[src/ipm_pkg.sv]
package ipm_pkg;
    localparam int unsigned NSRC = 10;
    localparam int unsigned SRC_W = 4;
    // Source index in polling order
    localparam logic [3:0] SRC_EXT0 = 4'h0;
    localparam logic [3:0] SRC_BROWN = 4'h1;
    localparam logic [3:0] SRC_TMR0 = 4'h2;
    localparam logic [3:0] SRC_EXT1 = 4'h3;
    localparam logic [3:0] SRC_TMR1 = 4'h4;
    localparam logic [3:0] SRC_CARR = 4'h5;
    localparam logic [3:0] SRC_EXT2 = 4'h6;
    localparam logic [3:0] SRC_EXT3 = 4'h7;
    localparam logic [3:0] SRC_SER = 4'h8;
    localparam logic [3:0] SRC_TMR2 = 4'h9;
    // Vector addresses
    localparam logic [15:0] VEC_EXT0 = 16'h0003;
    localparam logic [15:0] VEC_TMR0 = 16'h000b;
    localparam logic [15:0] VEC_EXT1 = 16'h0013;
    localparam logic [15:0] VEC_TMR1 = 16'h001b;
    localparam logic [15:0] VEC_SER = 16'h0023;
    localparam logic [15:0] VEC_TMR2 = 16'h002b;
    localparam logic [15:0] VEC_CARR = 16'h0033;
    localparam logic [15:0] VEC_EXT2 = 16'h003b;
    localparam logic [15:0] VEC_EXT3 = 16'h0043;
    localparam logic [15:0] VEC_BROWN = 16'h004b;
    // Power control and extended enable register fields
    localparam int unsigned IDLE_BIT = 0;
    localparam int unsigned PDN_BIT = 1;
    localparam int unsigned EBO_BIT = 3;
    localparam logic [7:0] POWER_CONTROL_REGISTER_RST = 8'h00;
    // Wake-pin low time
    localparam int unsigned WAKE_LOW_CLKS = 1024;
    localparam logic [10:0] WAKE_CNT_MAX = 11'(WAKE_LOW_CLKS);
    localparam logic [15:0] VEC_RST = 16'h0000;
    typedef enum logic [1:0] {IPM_RUN, IPM_IDLE, IPM_PDOWN, IPM_WAKE} ipm_mode_e;
endpackage : ipm_pkg

[src/ipm_arbiter.sv]
`timescale 1ns/10ps
module ipm_arbiter
    import ipm_pkg::*;
(
    // Requests and per-source priority pairs
    input  wire logic [ipm_pkg::NSRC-1:0] i_req,
    input  wire logic [ipm_pkg::NSRC-1:0] i_prio_lo,
    input  wire logic [ipm_pkg::NSRC-1:0] i_prio_hi,
    // Winner
    output logic                          o_valid,
    output logic [ipm_pkg::SRC_W-1:0]     o_src,
    output logic [1:0]                    o_level
);
    always_comb begin
        o_valid = 1'b0;
        o_src   = '0;
        o_level = '0;
        // Lowest index wins on ties; higher level always wins
        for (int i = NSRC - 1; i >= 0; i--) begin
            if (i_req[i] && (!o_valid || {i_prio_hi[i], i_prio_lo[i]} >= o_level)) begin
                o_valid = 1'b1;
                o_src   = SRC_W'(i);
                o_level = {i_prio_hi[i], i_prio_lo[i]};
            end
        end
    end
endmodule : ipm_arbiter

[src/ipm_core.sv]
`timescale 1ns/10ps
// Contract
// - Four priority levels from per-source bit pair
// - Fixed polling order among equal levels
// - Fixed vector address per source
// - Serial and SPI flags share one vector
// - Idle bit halts program counter only
// - Interrupt in idle clears idle bit
// - Hardware reset ends either low-power mode
// - Idle holds both strobes high
// - Power-down bit stops the clock
// - Power-down drives both strobes low
// - Power-down wakes on enabled level inputs only
// - Only external 0 and 1 wake
// - Wake pin low 1024 clocks arms wake; oscillator restarts when pin goes high
// - Pin high clears power-down, starts handler
// - Return resumes after power-down instruction
// - Brown-out enabled by extended enable bit 3
module ipm_core
    import ipm_pkg::*;
(
    // Clock and reset
    input  wire logic        i_clk,
    input  wire logic        i_reset_n,
    // Source flags
    input  wire logic        i_ext0_request_flag,
    input  wire logic        i_ext1_request_flag,
    input  wire logic        i_ext2_request_flag,
    input  wire logic        i_ext3_request_flag,
    input  wire logic        i_timer0_overflow_flag,
    input  wire logic        i_timer1_overflow_flag,
    input  wire logic        i_timer2_overflow_flag,
    input  wire logic        i_timer2_external_flag,
    input  wire logic        i_counter_array_overflow_flag,
    input  wire logic [4:0]  i_counter_module_flag,
    input  wire logic        i_serial_tx_done_flag,
    input  wire logic        i_serial_rx_done_flag,
    input  wire logic        i_spi_done_flag,
    input  wire logic        i_brownout,
    // External pins, active low, asynchronous
    input  wire logic        i_ext0_pin_n,
    input  wire logic        i_ext1_pin_n,
    input  wire logic        i_ext0_edge_mode,
    input  wire logic        i_ext1_edge_mode,
    // Enables and priorities, polling order index
    input  wire logic [ipm_pkg::NSRC-1:0] i_enable,
    input  wire logic        i_global_enable,
    input  wire logic [ipm_pkg::NSRC-1:0] i_prio_lo,
    input  wire logic [ipm_pkg::NSRC-1:0] i_prio_hi,
    // Power control and extended enable writes
    input  wire logic        i_power_control_register_we,
    input  wire logic [7:0]  i_power_control_register_wdata,
    input  wire logic        i_iea_we,
    input  wire logic [7:0]  i_iea_wdata,
    // Core handshake
    input  wire logic        i_core_pc,
    input  wire logic [15:0] i_next_pc,
    input  wire logic        i_ack,
    input  wire logic        i_return_from_interrupt,
    // To core
    output logic             o_irq,
    output logic [15:0]      o_vector,
    output logic             o_pc_halt,
    output logic             o_clk_stop,
    output logic             o_brownout_reset,
    output logic [7:0]       o_power_control_register,
    output logic             o_brownout_irq_enable,
    output logic [15:0]      o_resume_pc,
    output logic             o_ale,
    output logic             o_program_store_strobe_n,
    output logic [1:0]       o_mode
);
    import ipm_pkg::*;

    logic [NSRC-1:0] req;
    logic            arb_valid;
    logic [SRC_W-1:0] arb_src;
    logic [1:0]      arb_level;
    logic [1:0]      s0_r, s1_r;
    logic            ext0_lo, ext1_lo;
    ipm_mode_e       mode_r, mode_nxt;
    logic [7:0]      power_control_register_r, power_control_register_nxt;
    logic            ebo_r, ebo_nxt;
    logic [10:0]     wcnt_r, wcnt_nxt;
    logic [3:0]      active_r, active_nxt;
    logic            irq_r, irq_nxt;
    logic [1:0]      lvl_r, lvl_nxt;
    logic [15:0]     vec_r, vec_nxt;
    logic [15:0]     resume_r, resume_nxt;
    logic            bor_r, bor_nxt;
    logic            wake_ok;

    function automatic logic [15:0] vec_of(input logic [SRC_W-1:0] s);
        unique case (s)
            SRC_EXT0:  vec_of = VEC_EXT0;
            SRC_BROWN: vec_of = VEC_BROWN;
            SRC_TMR0:  vec_of = VEC_TMR0;
            SRC_EXT1:  vec_of = VEC_EXT1;
            SRC_TMR1:  vec_of = VEC_TMR1;
            SRC_CARR:  vec_of = VEC_CARR;
            SRC_EXT2:  vec_of = VEC_EXT2;
            SRC_EXT3:  vec_of = VEC_EXT3;
            SRC_SER:   vec_of = VEC_SER;
            SRC_TMR2:  vec_of = VEC_TMR2;
            default:   vec_of = VEC_RST;
        endcase
    endfunction : vec_of

    // Pin synchroniser
    always_ff @(posedge i_clk or negedge i_reset_n) begin
        if (!i_reset_n) begin
            s0_r <= 2'h3;
            s1_r <= 2'h3;
        end else begin
            s0_r <= {i_ext1_pin_n, i_ext0_pin_n};
            s1_r <= s0_r;
        end
    end
    assign ext0_lo = !s1_r[0];
    assign ext1_lo = !s1_r[1];

    always_comb begin
        req = '0;
        req[SRC_EXT0]  = i_ext0_request_flag;
        req[SRC_BROWN] = i_brownout && ebo_r;
        req[SRC_TMR0]  = i_timer0_overflow_flag;
        req[SRC_EXT1]  = i_ext1_request_flag;
        req[SRC_TMR1]  = i_timer1_overflow_flag;
        req[SRC_CARR]  = i_counter_array_overflow_flag || (|i_counter_module_flag);
        req[SRC_EXT2]  = i_ext2_request_flag;
        req[SRC_EXT3]  = i_ext3_request_flag;
        req[SRC_SER]   = i_serial_tx_done_flag || i_serial_rx_done_flag || i_spi_done_flag;
        req[SRC_TMR2]  = i_timer2_overflow_flag || i_timer2_external_flag;
        req = req & i_enable & {NSRC{i_global_enable}};
    end

    ipm_arbiter u_arb (
        .i_req     (req),
        .i_prio_lo (i_prio_lo),
        .i_prio_hi (i_prio_hi),
        .o_valid   (arb_valid),
        .o_src     (arb_src),
        .o_level   (arb_level)
    );

    // Level-sensitive enabled wake pins, ext0 and ext1 only
    assign wake_ok = i_global_enable &&
                     ((i_enable[SRC_EXT0] && !i_ext0_edge_mode && ext0_lo) ||
                      (i_enable[SRC_EXT1] && !i_ext1_edge_mode && ext1_lo));

    always_comb begin
        mode_nxt   = mode_r;
        power_control_register_nxt   = power_control_register_r;
        ebo_nxt    = ebo_r;
        wcnt_nxt   = wcnt_r;
        active_nxt = active_r;
        irq_nxt    = 1'b0;
        lvl_nxt    = lvl_r;
        vec_nxt    = vec_r;
        resume_nxt = resume_r;
        bor_nxt    = i_brownout && !ebo_r;
        if (i_iea_we) begin
            ebo_nxt = i_iea_wdata[EBO_BIT];
        end
        if (i_return_from_interrupt) begin
            // Drop the highest active level
            if (active_r[3]) active_nxt[3] = 1'b0;
            else if (active_r[2]) active_nxt[2] = 1'b0;
            else if (active_r[1]) active_nxt[1] = 1'b0;
            else active_nxt[0] = 1'b0;
        end
        unique case (mode_r)
            IPM_RUN: begin
                if (i_power_control_register_we) begin
                    power_control_register_nxt   = i_power_control_register_wdata;
                    resume_nxt = i_next_pc;
                    if (i_power_control_register_wdata[PDN_BIT]) mode_nxt = IPM_PDOWN;
                    else if (i_power_control_register_wdata[IDLE_BIT]) mode_nxt = IPM_IDLE;
                end
            end
            IPM_IDLE: begin
                if (irq_r && i_ack) begin
                    power_control_register_nxt[IDLE_BIT] = 1'b0;
                    mode_nxt = IPM_RUN;
                end
            end
            IPM_PDOWN: begin
                if (wake_ok) begin
                    wcnt_nxt = (wcnt_r == WAKE_CNT_MAX) ? wcnt_r : wcnt_r + 11'h001;
                end else if (wcnt_r == WAKE_CNT_MAX) begin
                    mode_nxt = IPM_WAKE;
                    wcnt_nxt = '0;
                end else begin
                    wcnt_nxt = '0;
                end
            end
            IPM_WAKE: begin
                if (irq_r && i_ack) begin
                    power_control_register_nxt[PDN_BIT] = 1'b0;
                    mode_nxt = IPM_RUN;
                end
            end
        endcase
        if (mode_r != IPM_PDOWN && arb_valid && !irq_r &&
            (active_r >> arb_level) == 4'h0 && !(i_ack && irq_r)) begin
            irq_nxt = 1'b1;
            // Keep the offered level; the arbiter may pick another before the ack
            lvl_nxt = arb_level;
            vec_nxt = vec_of(arb_src);
        end
        if (irq_r && !i_ack) begin
            irq_nxt = 1'b1;
        end
        if (irq_r && i_ack) begin
            active_nxt[lvl_r] = 1'b1;
            irq_nxt = 1'b0;
        end
    end

    always_ff @(posedge i_clk or negedge i_reset_n) begin
        if (!i_reset_n) begin
            mode_r   <= IPM_RUN;
            power_control_register_r   <= POWER_CONTROL_REGISTER_RST;
            ebo_r    <= 1'b0;
            wcnt_r   <= '0;
            active_r <= '0;
            irq_r    <= 1'b0;
            lvl_r    <= 2'h0;
            vec_r    <= VEC_RST;
            resume_r <= VEC_RST;
            bor_r    <= 1'b0;
            o_ale    <= 1'b1;
            o_program_store_strobe_n <= 1'b1;
            o_pc_halt  <= 1'b0;
            o_clk_stop <= 1'b0;
        end else begin
            mode_r   <= mode_nxt;
            power_control_register_r   <= power_control_register_nxt;
            ebo_r    <= ebo_nxt;
            wcnt_r   <= wcnt_nxt;
            active_r <= active_nxt;
            irq_r    <= irq_nxt;
            lvl_r    <= lvl_nxt;
            vec_r    <= vec_nxt;
            resume_r <= resume_nxt;
            bor_r    <= bor_nxt;
            o_ale    <= (mode_nxt != IPM_PDOWN) && (mode_nxt != IPM_WAKE || i_core_pc);
            o_program_store_strobe_n <= (mode_nxt != IPM_PDOWN);
            o_pc_halt  <= (mode_nxt != IPM_RUN);
            o_clk_stop <= (mode_nxt == IPM_PDOWN);
        end
    end

    assign o_irq    = irq_r;
    assign o_vector = vec_r;
    assign o_brownout_reset = bor_r;
    assign o_power_control_register = power_control_register_r;
    assign o_brownout_irq_enable = ebo_r;
    assign o_resume_pc = resume_r;
    assign o_mode = mode_r;
endmodule : ipm_core

[config.mk]
export PLATFORM = sky130hd
export DESIGN_NAME = ipm_core
export DESIGN_NICKNAME = d
export VERILOG_FILES = /design/src/ipm_pkg.sv /design/src/ipm_arbiter.sv /design/src/ipm_core.sv
export SDC_FILE = /design/constraint.sdc
export NUM_CORES = 1
export LEC_CHECK = 0
export BUFFER_PORTS_ARGS = -buffer_cell sky130_fd_sc_hd__buf_4
export CAP_MARGIN = 30
export CORE_MARGIN = 4
export CORE_UTILIZATION = 50
export CTS_CLUSTER_SIZE = 8
export DETAILED_ROUTE_END_ITERATION = 7
export GPL_ROUTABILITY_DRIVEN = 0
export PLACE_DENSITY = 0.9
export SYNTH_ARGS = -nofsm -noshare
export SYNTH_HDL_FRONTEND = slang
export SYNTH_SLANG_ARGS = --single-unit
[constraint.sdc]
create_clock -name i_clk -period 4.8 [get_ports i_clk]
set_input_delay 0.24 -clock i_clk [delete_from_list [all_inputs] [get_ports i_clk]]
set_output_delay 0.24 -clock i_clk [all_outputs]
set_load 0.02 [all_outputs]
After elaboration in Yosys (flattened, before gate mapping)
Memories as Yosys holds them, arrays and structs flattened. A register that Yosys moved wholly into a read port is not among the register bits.
Cells that the tools add are included.
{"block": "word_totals", "ff_bits": 70, "latch_bits": 0, "ramBits": 0, "romBits": 96, "out_inout_bits": 49, "wordCells": 168, "n_memories": 1}
{"block": "classes", "n_addsub": 1, "multipliers": 0, "n_div": 0, "order_cmp": 11, "n_eq_ne": 12, "n_shift": 1, "muxes": 53, "n_bitwise": 3, "n_reduce_logical": 68}
{"memory": "(name not given)", "depth": 16, "word_bits": 6, "read_ports": 1, "rd_ports_with_merged_regs": 1, "write_ports": 0, "line_no": "ipm_core.sv:94", "source": "unique case (s)"}
{"cell": "$mux 4", "n": 12}
{"cell": "$mux 2", "n": 18}
{"cell": "$logic_and 1x1->1", "n": 24}
{"cell": "$mux 11", "n": 2}
{"cell": "$and 10x10->10", "n": 2}
{"cell": "$ge 2x2->1", "n": 9}
{"cell": "$logic_not 1->1", "n": 18}
{"cell": "$mux 1", "n": 16}
{"cell": "$logic_or 1x1->1", "n": 15}
{"cell": "$ne 2x2->1 const B", "n": 7}
{"cell": "$add 11x1->11 const B", "n": 1}
{"cell": "$eq 11x11->1 const B", "n": 1}
{"cell": "$eq 2x2->1 const B", "n": 3}
{"cell": "$pmux 2 s3", "n": 1}
{"cell": "$reduce_and 3->1", "n": 2}
{"cell": "$reduce_bool 2->1", "n": 3}
{"cell": "$reduce_or 5->1", "n": 1}
{"cell": "$logic_not 4->1", "n": 1}
{"cell": "$or 4x4->4", "n": 1}
{"cell": "$pmux 1 s2", "n": 2}
{"cell": "$reduce_and 2->1", "n": 2}
{"cell": "$shr 4x2->4", "n": 1}
{"cell": "$lt 2x3->1 const B", "n": 1}
{"cell": "$mux 3", "n": 1}
{"cell": "5 further kinds", "n": 5}

Depth between registers and ports, before layout
{"block": "logic_depth", "word_depth": 48, "depth_mapped": 65, "depth_no_buf": 65}

Hierarchy
A second synthesis with hierarchy kept.
{"block": "hier_totals", "cells_unflattened": 358, "hier_area_um2": 3712.3}
{"mod": "ipm_core", "instances": 1, "cells_each": 228, "area_per_inst_um2": 2736.4, "seq_area_each_um2": 1483.9}
{"mod": "ipm_arbiter", "instances": 1, "cells_each": 130, "area_per_inst_um2": 975.9, "seq_area_each_um2": 0.0}

Worst setup path after synthesis
Ideal clock, no wire load.
{"block": "synth_timing", "path_kind": "input to register", "start": "input i_timer2_external_flag", "end": "register vec_r[3], in the netlist o_vector[3]", "arrival_time_ps": 11349, "path_slack_ps": -6674, "path_stages": 63, "n_path_buf": 0, "path_cell_list": "o211a_1 > and2_1 > ha_1 > nand2b_1 > a21o_1 > o21a_1 > a22o_1 > ha_1 > nand2b_1 > a21oi_1 > a21oi_2 > a221oi_1 > a21oi_1 > ha_1 > nand2b_1 > a21oi_1 > a21oi_1 > a211oi_1 > [... 27 more ...] > ha_1 > nand2b_1 > a21oi_1 > nor4b_1 > nor3_1 > nor2_1 > a21oi_1 > ha_1 > nand2b_1 > a21oi_1 > a21oi_1 > nor4_2 > nand2_1 > ha_1 > and3_1 > a31o_2 > o2bb2ai_1 > mux2_4"}
{"block": "synth_between", "elab_chain_cells": 44}
{"element": "start: declaration", "line_no": "ipm_core.sv:33", "source": "input wire logic i_timer2_external_flag,"}
{"element": "$logic_or 1x1->1 (*)", "line_no": "ipm_core.sv:133", "source": "req[SRC_TMR2] = i_timer2_overflow_flag || i_timer2_external_flag;"}
{"element": "$and 10x10->10 (*) (2 in series)", "line_no": "ipm_core.sv:134", "source": "req = req & i_enable & {NSRC{i_global_enable}};"}
{"element": "$mux 2 or $mux 1 (tied branches)", "line_no": "ipm_arbiter.sv:20", "source": "if (i_req[i] && (!o_valid || {i_prio_hi[i], i_prio_lo[i]} >= o_level)) begin"}
{"element": "$ge 2x2->1 or $logic_not 1->1 (tied branches)", "line_no": "ipm_arbiter.sv:20"}
{"element": "$logic_or 1x1->1", "line_no": "ipm_arbiter.sv:20"}
{"element": "$logic_and 1x1->1", "line_no": "ipm_arbiter.sv:20"}
{"element": "$mux 2 or $mux 1 (tied branches)", "line_no": "ipm_arbiter.sv:20"}
{"element": "$ge 2x2->1 or $logic_not 1->1 (tied branches)", "line_no": "ipm_arbiter.sv:20"}
{"element": "[... 27 more ...]"}
{"element": "$ge 2x2->1 or $logic_not 1->1 (tied branches)", "line_no": "ipm_arbiter.sv:20"}
{"element": "$logic_or 1x1->1", "line_no": "ipm_arbiter.sv:20"}
{"element": "$logic_and 1x1->1", "line_no": "ipm_arbiter.sv:20"}
{"element": "$mux 2 or $mux 1 (tied branches)", "line_no": "ipm_arbiter.sv:20"}
{"element": "$shr 4x2->4 or $logic_and 1x1->1 (tied branches)", "line_no": "ipm_core.sv:205, ipm_core.sv:204"}
{"element": "$logic_not 4->1 or $logic_and 1x1->1 (tied branches)", "line_no": "ipm_core.sv:205, ipm_core.sv:204"}
{"element": "$logic_and 1x1->1", "line_no": "ipm_core.sv:204", "source": "if (mode_r != IPM_PDOWN && arb_valid && !irq_r &&"}
{"element": "$logic_and 1x1->1", "line_no": "ipm_core.sv:205", "source": "(active_r >> arb_level) == 4'h0 && !(i_ack && irq_r)) begin"}
{"element": "end: declaration", "line_no": "ipm_core.sv:88", "source": "logic [15:0] vec_r, vec_nxt;"}
Mark *: on every way between the ends. The rest lies on a longest branch, timed or not.
A chain may end at the register's enable or synchronous reset.

Final worst setup path
Ends and elaborated chain as after synthesis.

==> qor.yml <==
status: "finished with violations"
failed_checks: "negative setup slack"
p_sw_share_pct: 40.5
powerDensity_nw_per_um2: 413
antenna_left: 0
synth_flop_cell: "dfrtp_1"
crit_path_start_kind: "input pin"
avgSynthCellArea_um2: 9.58
final_core_util_pct: 87.9
dpl.cell_count: 673
synth_area_um2: 3670
rr_startpoint: "o_brownout_irq_enable"
htree_levels: 3
antenna_found_initial: 0
num-nets-final: 734
syn_inst: 383
finClkSkew_ps: 13.4
routed-via-count: 4503
wl_per_cell_um: 22.9
final_hold_viol_count: 0
slew_viol_final: 0
syn2layout_area_growth_pct: 66.2
p_comb_share_pct: 51.5
pwr-share-seq_pct: 31.1
worstReg2RegEnd: "o_vector[3]"
grt_max_degree: 60
cellLeakagePower_nw: 2.99
slowest_stage: "mux2_4"
tightest_slew_ps: 736
hold_path.class: "in -> reg"
cts_tree: "yes"
drc: 0
root_buffer: "clkbuf_8"
drtIter0Drc: 480
path_common_cell: "a21oi_4"
place_area_um2: 5480
drt-pass1-iter-count: 5
post-route-period-util_pct: 230
p_total_mw: 2.52
synth_cell_type_count: 59
critPathRequiredTime_ps: 5050
dp_hpwl_um: 9030
core_um2: 6940
drt-vias-per-instance: 6.23
r2r_slack_ps: 960
grt_usage_pct: 31.9
rsz0062_at_grt: "true"
clk_latency_ps: 360
hold_depth: 2
numClockSinks: 59
portBuffers: 123
switching_power_mw: 1.02
drv_cap: 0
synth_edf_count: 0
p_clk_share_pct: 17.4
start_util_pct: 52.8
final.setup.worst_slack_ps: -6260
ys_async_sr_fraction_pct: 100
clock_path_buffers: 2
yosysWarnings: 0
intPower_mw: 1.50
fmax_mhz: 90.4
drive_gt1_share_pct: 54.7
worstPathArrival_ps: 11310
multi_input_area_um2: 2400
holdPathEnd: "active_r[3]"
grt_pass1_wl_um: 21700
ios: 141
wl_um: 16600
seq_area_um2: 1480
critPathCaptureType: "register"
fin_crit_ps: 11060
grt_overflow: 0
critPathMaxFanout: 4
crit_type: "in -> reg"
hp-start: "i_return_from_interrupt"
setup_violations: 8
yosysSeqAreaShare_pct: 40.4
die_w_um: 93.7
n_antenna_cell: 0
die_area_um2: 8770
ys_ff_latch: 59
final_area_um2: 6100
fin_cells: 723
clk_pin_slew_ps: 80
r2r_cells: 17
ir_drop_mv: 0.449
first_global_vias: 4489
rows: 30
fill_cells: 299
max_stage_delay_ps: 330
slew_headroom_pct: 51.0
numCtsBuffers: 9
dieHeight_um: 93.7
==> power groups by stage <==
stage,registers (mW),clock network (mW),logic [mW]
after global placement,0.757,0,1.06
after floorplan,0.910,0,0.462
final,0.783,0.439,1.30
after detailed placement,0.773,0,1.11
after global routing,0.795,0.465,1.36
after CTS,0.770,0.433,1.19
==> critical path: cells and delay by family <==
| kind | cells | cell delay (ps) |
|---|---|---|
| AO/OA/AOI/OAI | 28 | 4410 |
| AND/OR/NAND/NOR | 19 | 2630 |
| buffers and inverters | 4 | 490 |
| adder cells (fa/ha/maj) | 10 | 2620 |
| multiplexers | 3 | 860 |
==> final cells by class <==
class	count	area share, %
clock buffers	11	2.48
clock inverters	5	0.595
inverters	29	1.78
multi-input cells	287	39.3
flip-flops and latches	59	24.3
well taps	96	1.97
repair buffers	236	29.6
==> cell usage after synthesis (2+ instances only) <==
master	count	area (um2)
clkbuf_1	6	22.5
o22ai_1	3	18.8
o21a_1	4	30.0
nand4_1	2	12.5
o21ai_1	3	15.0
dfrtp_1	53	1330
a21o_1	5	37.5
nor2_1	35	131
nand2b_1	14	87.6
xor2_1	6	52.6
xnor2_1	3	26.3
buf_4	11	82.6
and2_1	5	31.3
o31ai_1	3	22.5
o21bai_1	2	15.0
or4_1	2	15.0
ha_1	20	250
dfstp_2	6	158
nor4b_1	4	35.0
nor2b_1	5	31.3
nand3_1	19	95.1
inv_1	29	109
and3_1	7	43.8
nor3_1	8	40.0
a22o_1	4	35.0
a21oi_1	21	105
nand2_1	29	109
mux2i_1	2	20.0
o211a_1	2	20.0
mux2_4	4	60.1
o211ai_1	5	37.5
mux2_2	24	270
o21ai_0	10	50.1
a221oi_1	2	17.5
==> metrics by stage <==
step / TNS, ps / setup WS [ps] / hold WS, ps
2_1_floorplan: -42700 / -5590 / -55.6
3_3_place_gp: -43010 / -5510 / 336
3_5_place_dp: -47640 / -6050 / 341
4_1_cts: -43570 / -5590 / 76.2
5_1_grt: -52610 / -6650 / 69.7
6_report: -49520 / -6260 / 79.7
==> flip-flops by register name (all words and copies together), names as in the netlist, 2 cells and up <==
| signal | count |
|---|---|
| o_power_control_register | 8 |
| o_resume_pc | 16 |
| active_r | 4 |
| o_vector | 5 |
| s1_r | 2 |
| lvl_r | 2 |
| o_mode | 2 |
| s0_r | 2 |
| wcnt_r | 11 |
==> placed cells by master, fill, tap and decap left out, drive strengths merged, types with 3 or more instances in the layout <==
master       netlist  final
inv               29     30
clkinvlp           0      3
o22ai              3      3
o21a               4      4
buf               11    232
a22o               4      4
and3               7      7
o211ai             5      5
nor2b              5      5
o31ai              3      3
and2               5      5
a21o               5      5
dfstp              6      6
nor2              35     35
dfrtp             53     53
clkbuf             6     12
a21oi             23     23
xor2               6      6
nor3               8      8
nand2b            14     14
nor4b              4      4
conb               1     10
o21ai             13     13
nand3             19     19
mux2              28     28
nand2             29     29
dlygate4sd3        0      3
ha                20     20
xnor2              3      3
a221oi             3      3
==> worst max-delay path by stage <==
stage,to,cells after the start,start,slack (ps)
3_3_place_gp,o_vector[3],64,i_timer2_external_flag,-5510
3_5_place_dp,o_vector[3],64,i_timer2_external_flag,-6050
2_1_floorplan,o_vector[3],64,i_timer2_external_flag,-5590
6_report,o_vector[3],64,i_timer2_external_flag,-6260
4_1_cts,o_vector[3],65,i_timer2_external_flag,-5590
5_1_grt,o_vector[3],60,i_timer2_external_flag,-6650
==> per-layer routing <==
layer,part of all wire (%),global-route usage (%),vias up
met1,32,32.3,2084
met3,11,9.86,162
met5,0,0,-
li1,-,-,1822
met2,48,57.8,435
met4,8.9,18.1,0
==> what timing repair did <==
action	CTS	global route
hold endpoints to repair	55	0
gates cloned	0	0
endpoints found under the setup margin	8	8
setup buffers	24	8
gates resized for setup	20	19
hold buffers	3	0
pin swaps	8	7
==> cells by family after synthesis <==
logic type                 after synthesis  synth area share (%)
other                                    1                 0.102
xor gates and xnor gates                 9                  2.15
muxes                                   30                  9.55
adders and majority gates               20                  6.82
and+or+nand+nor                        135                  18.3
DFF                                     59                  40.4
AOI/OAI and AO/OA                       83                  16.8
buffers and inverters                   46                  5.83
No activity file was read; power rests on OpenSTA's default activity.
